### src/rtl/limit_monitor_pkg.sv
// Constants for the limit, fault and warning monitor
package limit_monitor_pkg;

   // ************************************************************
   // Command codes on the management command port
   // ************************************************************
   localparam logic [7:0] CMD_CLEAR_FAULTS       = 8'h01;
   localparam logic [7:0] CMD_IOUT_OC_WARN_LIM   = 8'h10;
   localparam logic [7:0] CMD_IOUT_SINK_FLT_LIM  = 8'h11;
   localparam logic [7:0] CMD_IOUT_SINK_FLT_ACT  = 8'h12;
   localparam logic [7:0] CMD_OT_FLT_LIM         = 8'h20;
   localparam logic [7:0] CMD_OT_FLT_ACT         = 8'h21;
   localparam logic [7:0] CMD_OT_WARN_LIM        = 8'h22;
   localparam logic [7:0] CMD_UT_WARN_LIM        = 8'h23;
   localparam logic [7:0] CMD_UT_FLT_LIM         = 8'h24;
   localparam logic [7:0] CMD_UT_FLT_ACT         = 8'h25;
   localparam logic [7:0] CMD_VIN_OV_FLT_LIM     = 8'h30;
   localparam logic [7:0] CMD_VIN_OV_FLT_ACT     = 8'h31;
   localparam logic [7:0] CMD_VIN_HI_WARN_LIM    = 8'h32;
   localparam logic [7:0] CMD_VIN_LO_WARN_LIM    = 8'h33;
   localparam logic [7:0] CMD_VIN_UV_FLT_LIM     = 8'h34;
   localparam logic [7:0] CMD_STATUS_BYTE        = 8'h40;
   localparam logic [7:0] CMD_STATUS_WORD        = 8'h41;
   localparam logic [7:0] CMD_STATUS_IOUT        = 8'h42;
   localparam logic [7:0] CMD_STATUS_TEMP        = 8'h43;
   localparam logic [7:0] CMD_STATUS_INPUT       = 8'h44;

   // ************************************************************
   // Values after reset
   // ************************************************************
   localparam logic [15:0] RST_IOUT_OC_WARN_LIM  = 16'h7fff;
   localparam logic [15:0] RST_IOUT_SINK_FLT_LIM = 16'h0000;
   localparam logic [15:0] RST_OT_FLT_LIM        = 16'h7fff;
   localparam logic [15:0] RST_OT_WARN_LIM       = 16'h7fff;
   localparam logic [15:0] RST_UT_WARN_LIM       = 16'h8000;
   localparam logic [15:0] RST_UT_FLT_LIM        = 16'h8000;
   localparam logic [15:0] RST_VIN_OV_FLT_LIM    = 16'hffff;
   localparam logic [15:0] RST_VIN_HI_WARN_LIM   = 16'hffff;
   localparam logic [15:0] RST_VIN_LO_WARN_LIM   = 16'h0000;
   localparam logic [15:0] RST_VIN_UV_FLT_LIM    = 16'h0000;
   localparam logic [7:0]  RST_FLT_ACT           = 8'h00;

   // ************************************************************
   // Status bit positions
   // ************************************************************
   localparam int SB_NONE_ABOVE = 0;
   localparam int SB_TEMP       = 2;
   localparam int SW_INPUT      = 13;
   localparam int SW_IOUT       = 14;
   localparam int SI_OC_WARN    = 5;
   localparam int SI_SINK_FLT   = 4;
   localparam int ST_OT_FLT     = 7;
   localparam int ST_OT_WARN    = 6;
   localparam int ST_UT_WARN    = 5;
   localparam int ST_UT_FLT     = 4;
   localparam int SV_OV_FLT     = 7;
   localparam int SV_OV_WARN    = 6;
   localparam int SV_UV_WARN    = 5;
   localparam int SV_UV_FLT     = 4;

   // ************************************************************
   // Fault action field
   // ************************************************************
   localparam int ACT_MODE_HI = 7;
   localparam int ACT_MODE_LO = 6;
   localparam logic [1:0] ACT_IGNORE = 2'h0;
   localparam logic [1:0] ACT_CC_RUN = 2'h1;

endpackage

### src/rtl/limit_fault_warning_monitor.sv
// Limit comparison, sticky status and fault action logic of the monitor
//
// Function
// - Output current above warning limit sets current warning status and warns host.
// - Each limit is sixteen bits, signed for current and temperature, unsigned for input voltage.
// - Sourcing current counts positive, sinking current counts negative.
// - Sink current fault limit resets to zero amperes.
// - Sink fault inhibit stops only synchronous rectification, not energy transfer.
// - Sink current fault sets current fault status, applies action, notifies host.
// - Sink action uses current encoding; temperature and input use general encoding.
// - Overtemperature fault sets temperature status, applies action, notifies host.
// - Overtemperature warning sets temperature status and warns host.
// - Undertemperature warning sets temperature status and warns host.
// - Undertemperature fault sets temperature status, applies action, notifies host.
// - Input overvoltage fault sets input status, applies action, notifies host.
// - Input high warning sets input status and warns host.
// - Input low warning sets input status and warns host.
// - Input undervoltage checks wait for turn-on threshold and unit enable.
// - Temperature compared in degrees Celsius, current in amperes.
// - Clear faults clears all status at once and releases alert.
// - A condition still present after clear sets its bit again.
// - Status bits stay set until the host clears them.
`timescale 1ns/100ps
`default_nettype none

module limit_fault_warning_monitor (
   input  wire logic        core_clk,
   input  wire logic        rst,
   input  wire logic        cmd_valid,
   input  wire logic        cmd_write,
   input  wire logic [7:0]  cmd_code,
   input  wire logic [15:0] cmd_wdata,
   output var  logic        rsp_valid,
   output var  logic        rsp_error,
   output var  logic [15:0] rsp_rdata,
   input  wire logic        iout_valid,
   input  wire logic [15:0] iout_sample,
   input  wire logic        temp_valid,
   input  wire logic [15:0] temp_sample,
   input  wire logic        vin_valid,
   input  wire logic [15:0] vin_sample,
   input  wire logic        vin_above_on,
   input  wire logic        unit_enabled,
   output var  logic        alert_n,
   output var  logic        warn_notify,
   output var  logic        fault_notify,
   output var  logic        sync_rect_inhibit,
   output var  logic        output_inhibit
);

   // ************************************************************
   // Decode helpers
   // ************************************************************
   // General fault byte: any mode but ignore inhibits the unit
   function automatic logic gen_inhibit(input logic [7:0] act);
      gen_inhibit = act[limit_monitor_pkg::ACT_MODE_HI:limit_monitor_pkg::ACT_MODE_LO]
                    != limit_monitor_pkg::ACT_IGNORE;
   endfunction

   function automatic logic is_write(input logic [7:0] code, input logic [7:0] want);
      is_write = (code == want);
   endfunction

   // ************************************************************
   // Limit and action registers
   // ************************************************************
   logic [15:0] iout_oc_warn_lim;
   logic [15:0] iout_sink_flt_lim;
   logic [7:0]  iout_sink_flt_act;
   logic [15:0] ot_flt_lim;
   logic [7:0]  ot_flt_act;
   logic [15:0] ot_warn_lim;
   logic [15:0] ut_warn_lim;
   logic [15:0] ut_flt_lim;
   logic [7:0]  ut_flt_act;
   logic [15:0] vin_ov_flt_lim;
   logic [7:0]  vin_ov_flt_act;
   logic [15:0] vin_hi_warn_lim;
   logic [15:0] vin_lo_warn_lim;
   logic [15:0] vin_uv_flt_lim;

   wire wr_en = cmd_valid & cmd_write;
   // Sixteen-bit limits, fixed format per limit
   always_ff @(posedge core_clk) begin
      if (rst) begin
         iout_oc_warn_lim  <= limit_monitor_pkg::RST_IOUT_OC_WARN_LIM;
         iout_sink_flt_lim <= limit_monitor_pkg::RST_IOUT_SINK_FLT_LIM;
         iout_sink_flt_act <= limit_monitor_pkg::RST_FLT_ACT;
         ot_flt_lim        <= limit_monitor_pkg::RST_OT_FLT_LIM;
         ot_flt_act        <= limit_monitor_pkg::RST_FLT_ACT;
         ot_warn_lim       <= limit_monitor_pkg::RST_OT_WARN_LIM;
         ut_warn_lim       <= limit_monitor_pkg::RST_UT_WARN_LIM;
         ut_flt_lim        <= limit_monitor_pkg::RST_UT_FLT_LIM;
         ut_flt_act        <= limit_monitor_pkg::RST_FLT_ACT;
         vin_ov_flt_lim    <= limit_monitor_pkg::RST_VIN_OV_FLT_LIM;
         vin_ov_flt_act    <= limit_monitor_pkg::RST_FLT_ACT;
         vin_hi_warn_lim   <= limit_monitor_pkg::RST_VIN_HI_WARN_LIM;
         vin_lo_warn_lim   <= limit_monitor_pkg::RST_VIN_LO_WARN_LIM;
         vin_uv_flt_lim    <= limit_monitor_pkg::RST_VIN_UV_FLT_LIM;
      end else if (wr_en) begin
         if (is_write(cmd_code, limit_monitor_pkg::CMD_IOUT_OC_WARN_LIM)) begin
            iout_oc_warn_lim <= cmd_wdata;
         end
         if (is_write(cmd_code, limit_monitor_pkg::CMD_IOUT_SINK_FLT_LIM)) begin
            iout_sink_flt_lim <= cmd_wdata;
         end
         if (is_write(cmd_code, limit_monitor_pkg::CMD_IOUT_SINK_FLT_ACT)) begin
            iout_sink_flt_act <= cmd_wdata[7:0];
         end
         if (is_write(cmd_code, limit_monitor_pkg::CMD_OT_FLT_LIM)) begin
            ot_flt_lim <= cmd_wdata;
         end
         if (is_write(cmd_code, limit_monitor_pkg::CMD_OT_FLT_ACT)) begin
            ot_flt_act <= cmd_wdata[7:0];
         end
         if (is_write(cmd_code, limit_monitor_pkg::CMD_OT_WARN_LIM)) begin
            ot_warn_lim <= cmd_wdata;
         end
         if (is_write(cmd_code, limit_monitor_pkg::CMD_UT_WARN_LIM)) begin
            ut_warn_lim <= cmd_wdata;
         end
         if (is_write(cmd_code, limit_monitor_pkg::CMD_UT_FLT_LIM)) begin
            ut_flt_lim <= cmd_wdata;
         end
         if (is_write(cmd_code, limit_monitor_pkg::CMD_UT_FLT_ACT)) begin
            ut_flt_act <= cmd_wdata[7:0];
         end
         if (is_write(cmd_code, limit_monitor_pkg::CMD_VIN_OV_FLT_LIM)) begin
            vin_ov_flt_lim <= cmd_wdata;
         end
         if (is_write(cmd_code, limit_monitor_pkg::CMD_VIN_OV_FLT_ACT)) begin
            vin_ov_flt_act <= cmd_wdata[7:0];
         end
         if (is_write(cmd_code, limit_monitor_pkg::CMD_VIN_HI_WARN_LIM)) begin
            vin_hi_warn_lim <= cmd_wdata;
         end
         if (is_write(cmd_code, limit_monitor_pkg::CMD_VIN_LO_WARN_LIM)) begin
            vin_lo_warn_lim <= cmd_wdata;
         end
         if (is_write(cmd_code, limit_monitor_pkg::CMD_VIN_UV_FLT_LIM)) begin
            vin_uv_flt_lim <= cmd_wdata;
         end
      end
   end

   // ************************************************************
   // Comparators
   // ************************************************************
   // Signed current, sink is negative
   // Current in amperes, temperature in Celsius, both signed
   wire signed [15:0] iout_s = $signed(iout_sample);
   wire signed [15:0] temp_s = $signed(temp_sample);
   logic              uv_armed;

   // Compare only on a fresh sample
   wire c_oc_warn   = iout_valid & (iout_s > $signed(iout_oc_warn_lim));
   wire c_sink_flt  = iout_valid & (iout_s < $signed(iout_sink_flt_lim));
   wire c_ot_flt    = temp_valid & (temp_s > $signed(ot_flt_lim));
   wire c_ot_warn   = temp_valid & (temp_s > $signed(ot_warn_lim));
   wire c_ut_warn   = temp_valid & (temp_s < $signed(ut_warn_lim));
   wire c_ut_flt    = temp_valid & (temp_s < $signed(ut_flt_lim));
   wire c_vin_ov_f  = vin_valid & (vin_sample > vin_ov_flt_lim);
   wire c_vin_hi_w  = vin_valid & (vin_sample > vin_hi_warn_lim);
   wire c_vin_lo_w  = vin_valid & uv_armed & (vin_sample < vin_lo_warn_lim);
   wire c_vin_uv_f  = vin_valid & uv_armed & (vin_sample < vin_uv_flt_lim);

   // ************************************************************
   // Undervoltage arming
   // ************************************************************
   // Disarms on disable so a normal power-down ramp raises no alarm
   wire  next_uv_armed = unit_enabled & (uv_armed | vin_above_on);

   // Arm after turn-on level and enable
   always_ff @(posedge core_clk) begin
      if (rst) begin
         uv_armed <= 1'b0;
      end else begin
         uv_armed <= next_uv_armed;
      end
   end

   // ************************************************************
   // Sticky detailed status
   // ************************************************************
   logic [7:0] stat_iout;
   logic [7:0] stat_temp;
   logic [7:0] stat_input;

   wire clear_cmd = wr_en & is_write(cmd_code, limit_monitor_pkg::CMD_CLEAR_FAULTS);
   logic [7:0] set_iout;
   logic [7:0] set_temp;
   logic [7:0] set_input;

   always_comb begin
      set_iout = 8'h00;
      set_iout[limit_monitor_pkg::SI_OC_WARN]  = c_oc_warn;
      set_iout[limit_monitor_pkg::SI_SINK_FLT] = c_sink_flt;
   end

   always_comb begin
      set_temp = 8'h00;
      set_temp[limit_monitor_pkg::ST_OT_FLT]  = c_ot_flt;
      set_temp[limit_monitor_pkg::ST_OT_WARN] = c_ot_warn;
      set_temp[limit_monitor_pkg::ST_UT_WARN] = c_ut_warn;
      set_temp[limit_monitor_pkg::ST_UT_FLT]  = c_ut_flt;
   end

   always_comb begin
      set_input = 8'h00;
      set_input[limit_monitor_pkg::SV_OV_FLT]  = c_vin_ov_f;
      set_input[limit_monitor_pkg::SV_OV_WARN] = c_vin_hi_w;
      set_input[limit_monitor_pkg::SV_UV_WARN] = c_vin_lo_w;
      set_input[limit_monitor_pkg::SV_UV_FLT]  = c_vin_uv_f;
   end

   // Set wins over a same-cycle clear
   wire [7:0] next_stat_iout  = set_iout  | (clear_cmd ? 8'h00 : stat_iout);
   wire [7:0] next_stat_temp  = set_temp  | (clear_cmd ? 8'h00 : stat_temp);
   wire [7:0] next_stat_input = set_input | (clear_cmd ? 8'h00 : stat_input);

   // Newly raised bits, including a bit raised again right after clear
   wire [7:0] rise_iout  = set_iout  & (clear_cmd ? 8'hff : ~stat_iout);
   wire [7:0] rise_temp  = set_temp  & (clear_cmd ? 8'hff : ~stat_temp);
   wire [7:0] rise_input = set_input & (clear_cmd ? 8'hff : ~stat_input);

   always_ff @(posedge core_clk) begin
      if (rst) begin
         stat_iout  <= 8'h00;
         stat_temp  <= 8'h00;
         stat_input <= 8'h00;
      end else begin
         stat_iout  <= next_stat_iout;
         stat_temp  <= next_stat_temp;
         stat_input <= next_stat_input;
      end
   end

   // ************************************************************
   // Summary status
   // ************************************************************
   // Summaries follow the detailed bits, so one clear covers all of them
   wire iout_any  = |stat_iout;
   wire temp_any  = |stat_temp;
   wire input_any = |stat_input;

   logic [7:0]  stat_byte;
   logic [15:0] stat_word;

   // Summary bits for current, temperature and input events
   always_comb begin
      stat_byte = 8'h00;
      stat_byte[limit_monitor_pkg::SB_NONE_ABOVE] = iout_any | input_any;
      stat_byte[limit_monitor_pkg::SB_TEMP]       = temp_any;
      stat_word = {8'h00, stat_byte};
      stat_word[limit_monitor_pkg::SW_IOUT]  = iout_any;
      stat_word[limit_monitor_pkg::SW_INPUT] = input_any;
   end

   // ************************************************************
   // Host notification
   // ************************************************************
   wire warn_rise = rise_iout[limit_monitor_pkg::SI_OC_WARN] |
                    rise_temp[limit_monitor_pkg::ST_OT_WARN] |
                    rise_temp[limit_monitor_pkg::ST_UT_WARN] |
                    rise_input[limit_monitor_pkg::SV_OV_WARN] |
                    rise_input[limit_monitor_pkg::SV_UV_WARN];
   wire fault_rise = rise_iout[limit_monitor_pkg::SI_SINK_FLT] |
                     rise_temp[limit_monitor_pkg::ST_OT_FLT] |
                     rise_temp[limit_monitor_pkg::ST_UT_FLT] |
                     rise_input[limit_monitor_pkg::SV_OV_FLT] |
                     rise_input[limit_monitor_pkg::SV_UV_FLT];
   wire next_alert_n = ~(|{next_stat_iout, next_stat_temp, next_stat_input});

   always_ff @(posedge core_clk) begin
      if (rst) begin
         alert_n      <= 1'b1;
         warn_notify  <= 1'b0;
         fault_notify <= 1'b0;
      end else begin
         alert_n      <= next_alert_n;
         warn_notify  <= warn_rise;
         fault_notify <= fault_rise;
      end
   end

   // ************************************************************
   // Fault actions
   // ************************************************************
   // Current encoding: ignore and constant current keep rectifying
   wire sink_mode_stop = iout_sink_flt_act[limit_monitor_pkg::ACT_MODE_HI:limit_monitor_pkg::ACT_MODE_LO]
                         != limit_monitor_pkg::ACT_IGNORE &&
                         iout_sink_flt_act[limit_monitor_pkg::ACT_MODE_HI:limit_monitor_pkg::ACT_MODE_LO]
                         != limit_monitor_pkg::ACT_CC_RUN;

   // General encoding for temperature and input faults
   wire gen_trip = (c_ot_flt & gen_inhibit(ot_flt_act)) |
                   (c_ut_flt & gen_inhibit(ut_flt_act)) |
                   (c_vin_ov_f & gen_inhibit(vin_ov_flt_act));

   // Latched off until the unit is disabled; clear faults does not restart it
   wire next_sync_rect_inhibit = unit_enabled & (sync_rect_inhibit | (c_sink_flt & sink_mode_stop));
   wire next_output_inhibit    = unit_enabled & (output_inhibit | gen_trip);

   always_ff @(posedge core_clk) begin
      if (rst) begin
         sync_rect_inhibit <= 1'b0;
         output_inhibit    <= 1'b0;
      end else begin
         sync_rect_inhibit <= next_sync_rect_inhibit;
         output_inhibit    <= next_output_inhibit;
      end
   end

   // ************************************************************
   // Command read path
   // ************************************************************
   wire c = cmd_code == limit_monitor_pkg::CMD_CLEAR_FAULTS;
   wire [15:0] rd_mux =
      (cmd_code == limit_monitor_pkg::CMD_IOUT_OC_WARN_LIM)  ? iout_oc_warn_lim :
      (cmd_code == limit_monitor_pkg::CMD_IOUT_SINK_FLT_LIM) ? iout_sink_flt_lim :
      (cmd_code == limit_monitor_pkg::CMD_IOUT_SINK_FLT_ACT) ? {8'h00, iout_sink_flt_act} :
      (cmd_code == limit_monitor_pkg::CMD_OT_FLT_LIM)        ? ot_flt_lim :
      (cmd_code == limit_monitor_pkg::CMD_OT_FLT_ACT)        ? {8'h00, ot_flt_act} :
      (cmd_code == limit_monitor_pkg::CMD_OT_WARN_LIM)       ? ot_warn_lim :
      (cmd_code == limit_monitor_pkg::CMD_UT_WARN_LIM)       ? ut_warn_lim :
      (cmd_code == limit_monitor_pkg::CMD_UT_FLT_LIM)        ? ut_flt_lim :
      (cmd_code == limit_monitor_pkg::CMD_UT_FLT_ACT)        ? {8'h00, ut_flt_act} :
      (cmd_code == limit_monitor_pkg::CMD_VIN_OV_FLT_LIM)    ? vin_ov_flt_lim :
      (cmd_code == limit_monitor_pkg::CMD_VIN_OV_FLT_ACT)    ? {8'h00, vin_ov_flt_act} :
      (cmd_code == limit_monitor_pkg::CMD_VIN_HI_WARN_LIM)   ? vin_hi_warn_lim :
      (cmd_code == limit_monitor_pkg::CMD_VIN_LO_WARN_LIM)   ? vin_lo_warn_lim :
      (cmd_code == limit_monitor_pkg::CMD_VIN_UV_FLT_LIM)    ? vin_uv_flt_lim :
      (cmd_code == limit_monitor_pkg::CMD_STATUS_BYTE)       ? {8'h00, stat_byte} :
      (cmd_code == limit_monitor_pkg::CMD_STATUS_WORD)       ? stat_word :
      (cmd_code == limit_monitor_pkg::CMD_STATUS_IOUT)       ? {8'h00, stat_iout} :
      (cmd_code == limit_monitor_pkg::CMD_STATUS_TEMP)       ? {8'h00, stat_temp} :
      (cmd_code == limit_monitor_pkg::CMD_STATUS_INPUT)      ? {8'h00, stat_input} :
      16'h0000;

   // Status codes are read only; clear faults is write only
   wire is_status = (cmd_code >= limit_monitor_pkg::CMD_STATUS_BYTE) &&
                    (cmd_code <= limit_monitor_pkg::CMD_STATUS_INPUT);
   wire is_limit  = (rd_mux != 16'h0000) | (cmd_code == limit_monitor_pkg::CMD_IOUT_OC_WARN_LIM) |
                    ((cmd_code >= limit_monitor_pkg::CMD_IOUT_SINK_FLT_LIM) &&
                     (cmd_code <= limit_monitor_pkg::CMD_IOUT_SINK_FLT_ACT)) |
                    ((cmd_code >= limit_monitor_pkg::CMD_OT_FLT_LIM) &&
                     (cmd_code <= limit_monitor_pkg::CMD_UT_FLT_ACT)) |
                    ((cmd_code >= limit_monitor_pkg::CMD_VIN_OV_FLT_LIM) &&
                     (cmd_code <= limit_monitor_pkg::CMD_VIN_UV_FLT_LIM));
   wire next_rsp_error = cmd_write ? ~(c | (is_limit & ~is_status)) : ~(is_status | (is_limit & ~c));
   wire [15:0] next_rsp_rdata = (cmd_write | next_rsp_error) ? 16'h0000 : rd_mux;

   always_ff @(posedge core_clk) begin
      if (rst) begin
         rsp_valid <= 1'b0;
         rsp_error <= 1'b0;
         rsp_rdata <= 16'h0000;
      end else begin
         rsp_valid <= cmd_valid;
         rsp_error <= cmd_valid & next_rsp_error;
         rsp_rdata <= cmd_valid ? next_rsp_rdata : 16'h0000;
      end
   end

endmodule

`default_nettype wire

### config.mk
export PLATFORM = sky130hd
export DESIGN_NAME = limit_fault_warning_monitor
export DESIGN_NICKNAME = d
export VERILOG_FILES = /design/src/rtl/limit_monitor_pkg.sv /design/src/rtl/limit_fault_warning_monitor.sv
export SDC_FILE = /design/constraint.sdc
export NUM_CORES = 1
export LEC_CHECK = 0
export ABC_AREA = 1
export BUFFER_PORTS_ARGS = -buffer_cell sky130_fd_sc_hd__buf_4
export CAP_MARGIN = 20
export CORE_UTILIZATION = 40
export CTS_CLUSTER_DIAMETER = 150
export DETAILED_ROUTE_END_ITERATION = 8
export PLACE_DENSITY = 0.54
export SLEW_MARGIN = 10
export SYNTH_ARGS = -nofsm -noshare
export SYNTH_HDL_FRONTEND = slang
export SYNTH_SLANG_ARGS = --single-unit
### constraint.sdc
create_clock -name core_clk -period 7.6 [get_ports core_clk]
set_clock_uncertainty 0.2 [all_clocks]
set_input_delay 1.52 -clock core_clk [delete_from_list [all_inputs] [get_ports core_clk]]
set_output_delay 1.52 -clock core_clk [all_outputs]
set_load 0.05 [all_outputs]
==> flow_summary_export.csv <==
group,metric,value,unit
grt,grt_pass1_vias,12400,
power_and_ir_drop,p_seq_share,44.6,%
clock_network,root_buffer,"clkbuf_16",
synth,synth_largest_area_cell,"dfxtp_1",
detailed_routing,vias,13200,
worst_setup_path,crit_required,7.83,ns
worst_setup_path,path_common_cell,"nand2_1",
synth,synth_cell_types,44,
worst_setup_path,endpoint_kind,"flip-flop",
clock_network,post_cts_buffers,0,
cells_and_area,num-nets-final,2217,
sta,rsz0062_at_grt,"no",
sta,timing.fmax,245,MHz
synth,netlist_area,13800,µm²
synth,synth_enable_flop_cells,0,
synth,syn_avg_cell_area,7.23,µm²
detailed_routing,drc,0,
cells_and_area,final_common_cell,"nand2_1",
cells_and_area,num_antenna_cells,0,
clock_network,cts_tree,"yes",
detailed_routing,wirelength,45900,µm
run_status,status,"completed",
sta,tns,0,ns
clock_network,cts_inserted_buffers,28,
detailed_routing,wire_per_inst,18.7,µm
floorplan,core_area,33800,µm²
sta,tightest_slew,0.997,ns
power_and_ir_drop,power_density,179,nW/µm²
synth,synth_seq_cells,240,
synth,async_flop_share,0,%
cells_and_area,multi_input_area,7670,µm²
synth,synthSimpleGateAreaFrac,18.7,%
grt,overflow,0,
clock_network,cts-resized-gates,0,
power_and_ir_drop,intPower,2.12,mW
floorplan,dieHeight,188,µm
detailed_routing,vias_per_cell,5.39,
detailed_routing,detail_route.first_pass.iterations,7,
synth,syn-num-nets,2151,
detailed_routing,final_antenna_net_count,0,
worst_setup_path,worst-path-buf-inv,5,
sta,setup_violations,0,
placement,io_buffers,103,
cells_and_area,syn2layout_area_growth,15.0,%
floorplan,chipWidth,188,µm
sta,slew_headroom,32.9,%
synth,synth.area.mux_share,0,%
synth,synth.area.top_cells,"dfxtp_1 35%, ha_1 14%, a21oi_1 8.8%",
synth,synthAdderAreaFrac,14.0,%
cells_and_area,drive_above_1_share,10.5,%
clock_network,clk_pin_slew,0.06,ns
synth,synth.yosys.warnings,0,
sta,layout_setup_ws,3.51,ns
worst_setup_path,critical_path_class,"primary input to flip-flop",
power_and_ir_drop,clkPwrFrac,46.2,%
placement,place.gp.congestion,0.896,
grt,grt_max_degree,109,
cells_and_area,num-fill-cells,3455,
flow_run,drv_cap,0,
synth,synth_compound_area_share,22.5,%
sta,final_hold_viol_count,0,
synth,synth_ff_type,"dfxtp_1",
floorplan,core.rowCount,67,
floorplan,dieArea,35400,µm²
worst_setup_path,cp_max_fo,28,
placement,pre_cts_slack,2.78,ns
sta,final_max_slew_viol_count,0,
worst_setup_path,critPathArrivalTime,4.31,ns
placement,dp.final_hpwl,34500,µm
clock_network,worstSkewPairLatency,0.56,ns
sta,final.period_utilization,53.8,%
synth,synth_seq_area_share,34.7,%
clock_network,clockBufferDepth,3,
detailed_routing,dr.first_iter.drc_count,829,
cells_and_area,final_cell_mix,"313 x nand2_1, 261 x inv_1, 244 x a21oi_1",
synth,syn_inst,1915,
power_and_ir_drop,p_leak,7.03,nW
clock_network,h-tree-depth,1,
grt,grt_usage,26.1,%
clock_network,cts.sinks,240,
worst_setup_path,path_delay_family,"buffers and inverters",
clock_network,hold_buffers,0,
synth,synth_xor_area_share,0,%
power_and_ir_drop,p_sw_share,25.7,%
power_and_ir_drop,ir_drop,196,µV
hold_path,min_path_type,"flip-flop to flip-flop",
power_and_ir_drop,p_switching,0.733,mW
floorplan,start_util,41.0,%
cells_and_area,regArea,4800,µm²
worst_setup_path,cp_slowest_cell,"clkinv_1",
synth,yosys.area.top_type_share,34.7,%
grt,grt_pass1_wl,72100,µm
floorplan,num_io_pins,104,
grt,antenna_found_initial,1,
worst_setup_path,cpPeakStageDelay,0.65,ns
power_and_ir_drop,p_total,2.85,mW
power_and_ir_drop,combPwrFrac,9.2,%
worst_setup_path,start_kind,"primary input",
synth,synth_top_family_by_area,"compound AO/OA/AOI/OAI gates",
worst_setup_path,path_cells,"buf_4 > nand2_1 > buf_4 > inv_1 > nand2_1 > clkinv_1 > o21ai_0 > inv_1 > nand2_1 > nor2_1 > nand2_1 > nor2_1 > nand4_1 > nand2_1",
sta,min_period,4.09,ns
[state kept, by name, summed over array words and instances (netlist names), 16 cells and up]
name               cells
ut_warn_lim           16
ot_flt_lim            16
vin_ov_flt_lim        16
rsp_rdata             16
iout_sink_flt_lim     16
ot_warn_lim           16
iout_oc_warn_lim      16
vin_lo_warn_lim       16
ut_flt_lim            16
vin_uv_flt_lim        16
vin_hi_warn_lim       16
[final timing paths]
check	from	endpoint	slack (ns)	depth (start not counted)
worst max register to register	ut_warn_lim[1]$_SDFFE_PP0P_	warn_notify$_SDFF_PP0_	4.63	11
worst min register to register	stat_temp[2]$_SDFF_PP0_	stat_temp[2]$_SDFF_PP0_	0.26	2
worst max-delay path	cmd_valid	alert_n$_SDFF_PP1_	3.51	14
worst min-delay path	stat_temp[2]$_SDFF_PP0_	stat_temp[2]$_SDFF_PP0_	0.26	2
[synthesized netlist by cell type, types with 8 or more instances]
cell,instances
nand4_1,25
o221ai_1,8
o211ai_1,65
o22ai_1,12
clkbuf_1,78
dfxtp_1,240
inv_2,10
a221oi_1,13
nor2_1,138
inv_1,262
ha_1,155
nand3_1,83
nand2_1,313
nor3_1,19
a21oi_1,244
a211oi_1,8
o21ai_0,171
[per-layer routing]
metal  global-route usage, %  up-vias  share of wire (%)
li1                        -     6612                  -
met1                    37.1     6148                 47
met3                    3.56       67                5.6
met2                    41.4      365                 45
met5                       0        -              0.020
met4                    6.13        2                2.3
[logic make-up (layout without fill, tap and decap cells)]
logic type               Yosys count  count (layout)
AND/OR/NAND/NOR                  607             607
AO/OA/AOI/OAI                    551             551
buffers and inverters            362             449
flip-flops                       240             240
adder cells (fa/ha/maj)          155             155
[worst min-delay path, stage by stage (launching register included)]
cell     delay (ns)
dfxtp_1        0.32
nand2_1        0.06
nor2_1         0.04
[final cells by class]
class,instances,share of cell area [%]
Clock inverter,11,0.416
Inverter,274,6.47
Timing Repair Buffer,124,6.02
Clock buffer,40,5.26
Sequential cell,240,30.2
Tap cell,448,3.52
Multi-Input combinational cell,1313,48.2
[power groups by stage]
| stage | registers, mW | clock network [mW] | logic (mW) |
|---|---|---|---|
| 2_1_floorplan | 1.30 | 0 | 0.139 |
| 3_3_place_gp | 1.30 | 0 | 0.254 |
| 3_5_place_dp | 1.30 | 0 | 0.258 |
| 4_1_cts | 1.27 | 1.34 | 0.260 |
| 5_1_grt | 1.27 | 1.39 | 0.294 |
| 6_report | 1.27 | 1.32 | 0.261 |
[through the flow]
step | hold slack, ns | util (%) | cell area [µm²] | instances
final | 0.260 | 47.1 | 15900 | 2450
after global routing | 0.273 | 47.1 | 15900 | 2450
after CTS | 0.261 | 47.0 | 15900 | 2448
after detailed placement | 0.252 | 44.4 | 15000 | 2397
after global placement | 0.251 | 44.3 | 15000 | 2395
after floorplan | 0.233 | - | 13800 | 1915
Power figures use the tool's default switching activity.
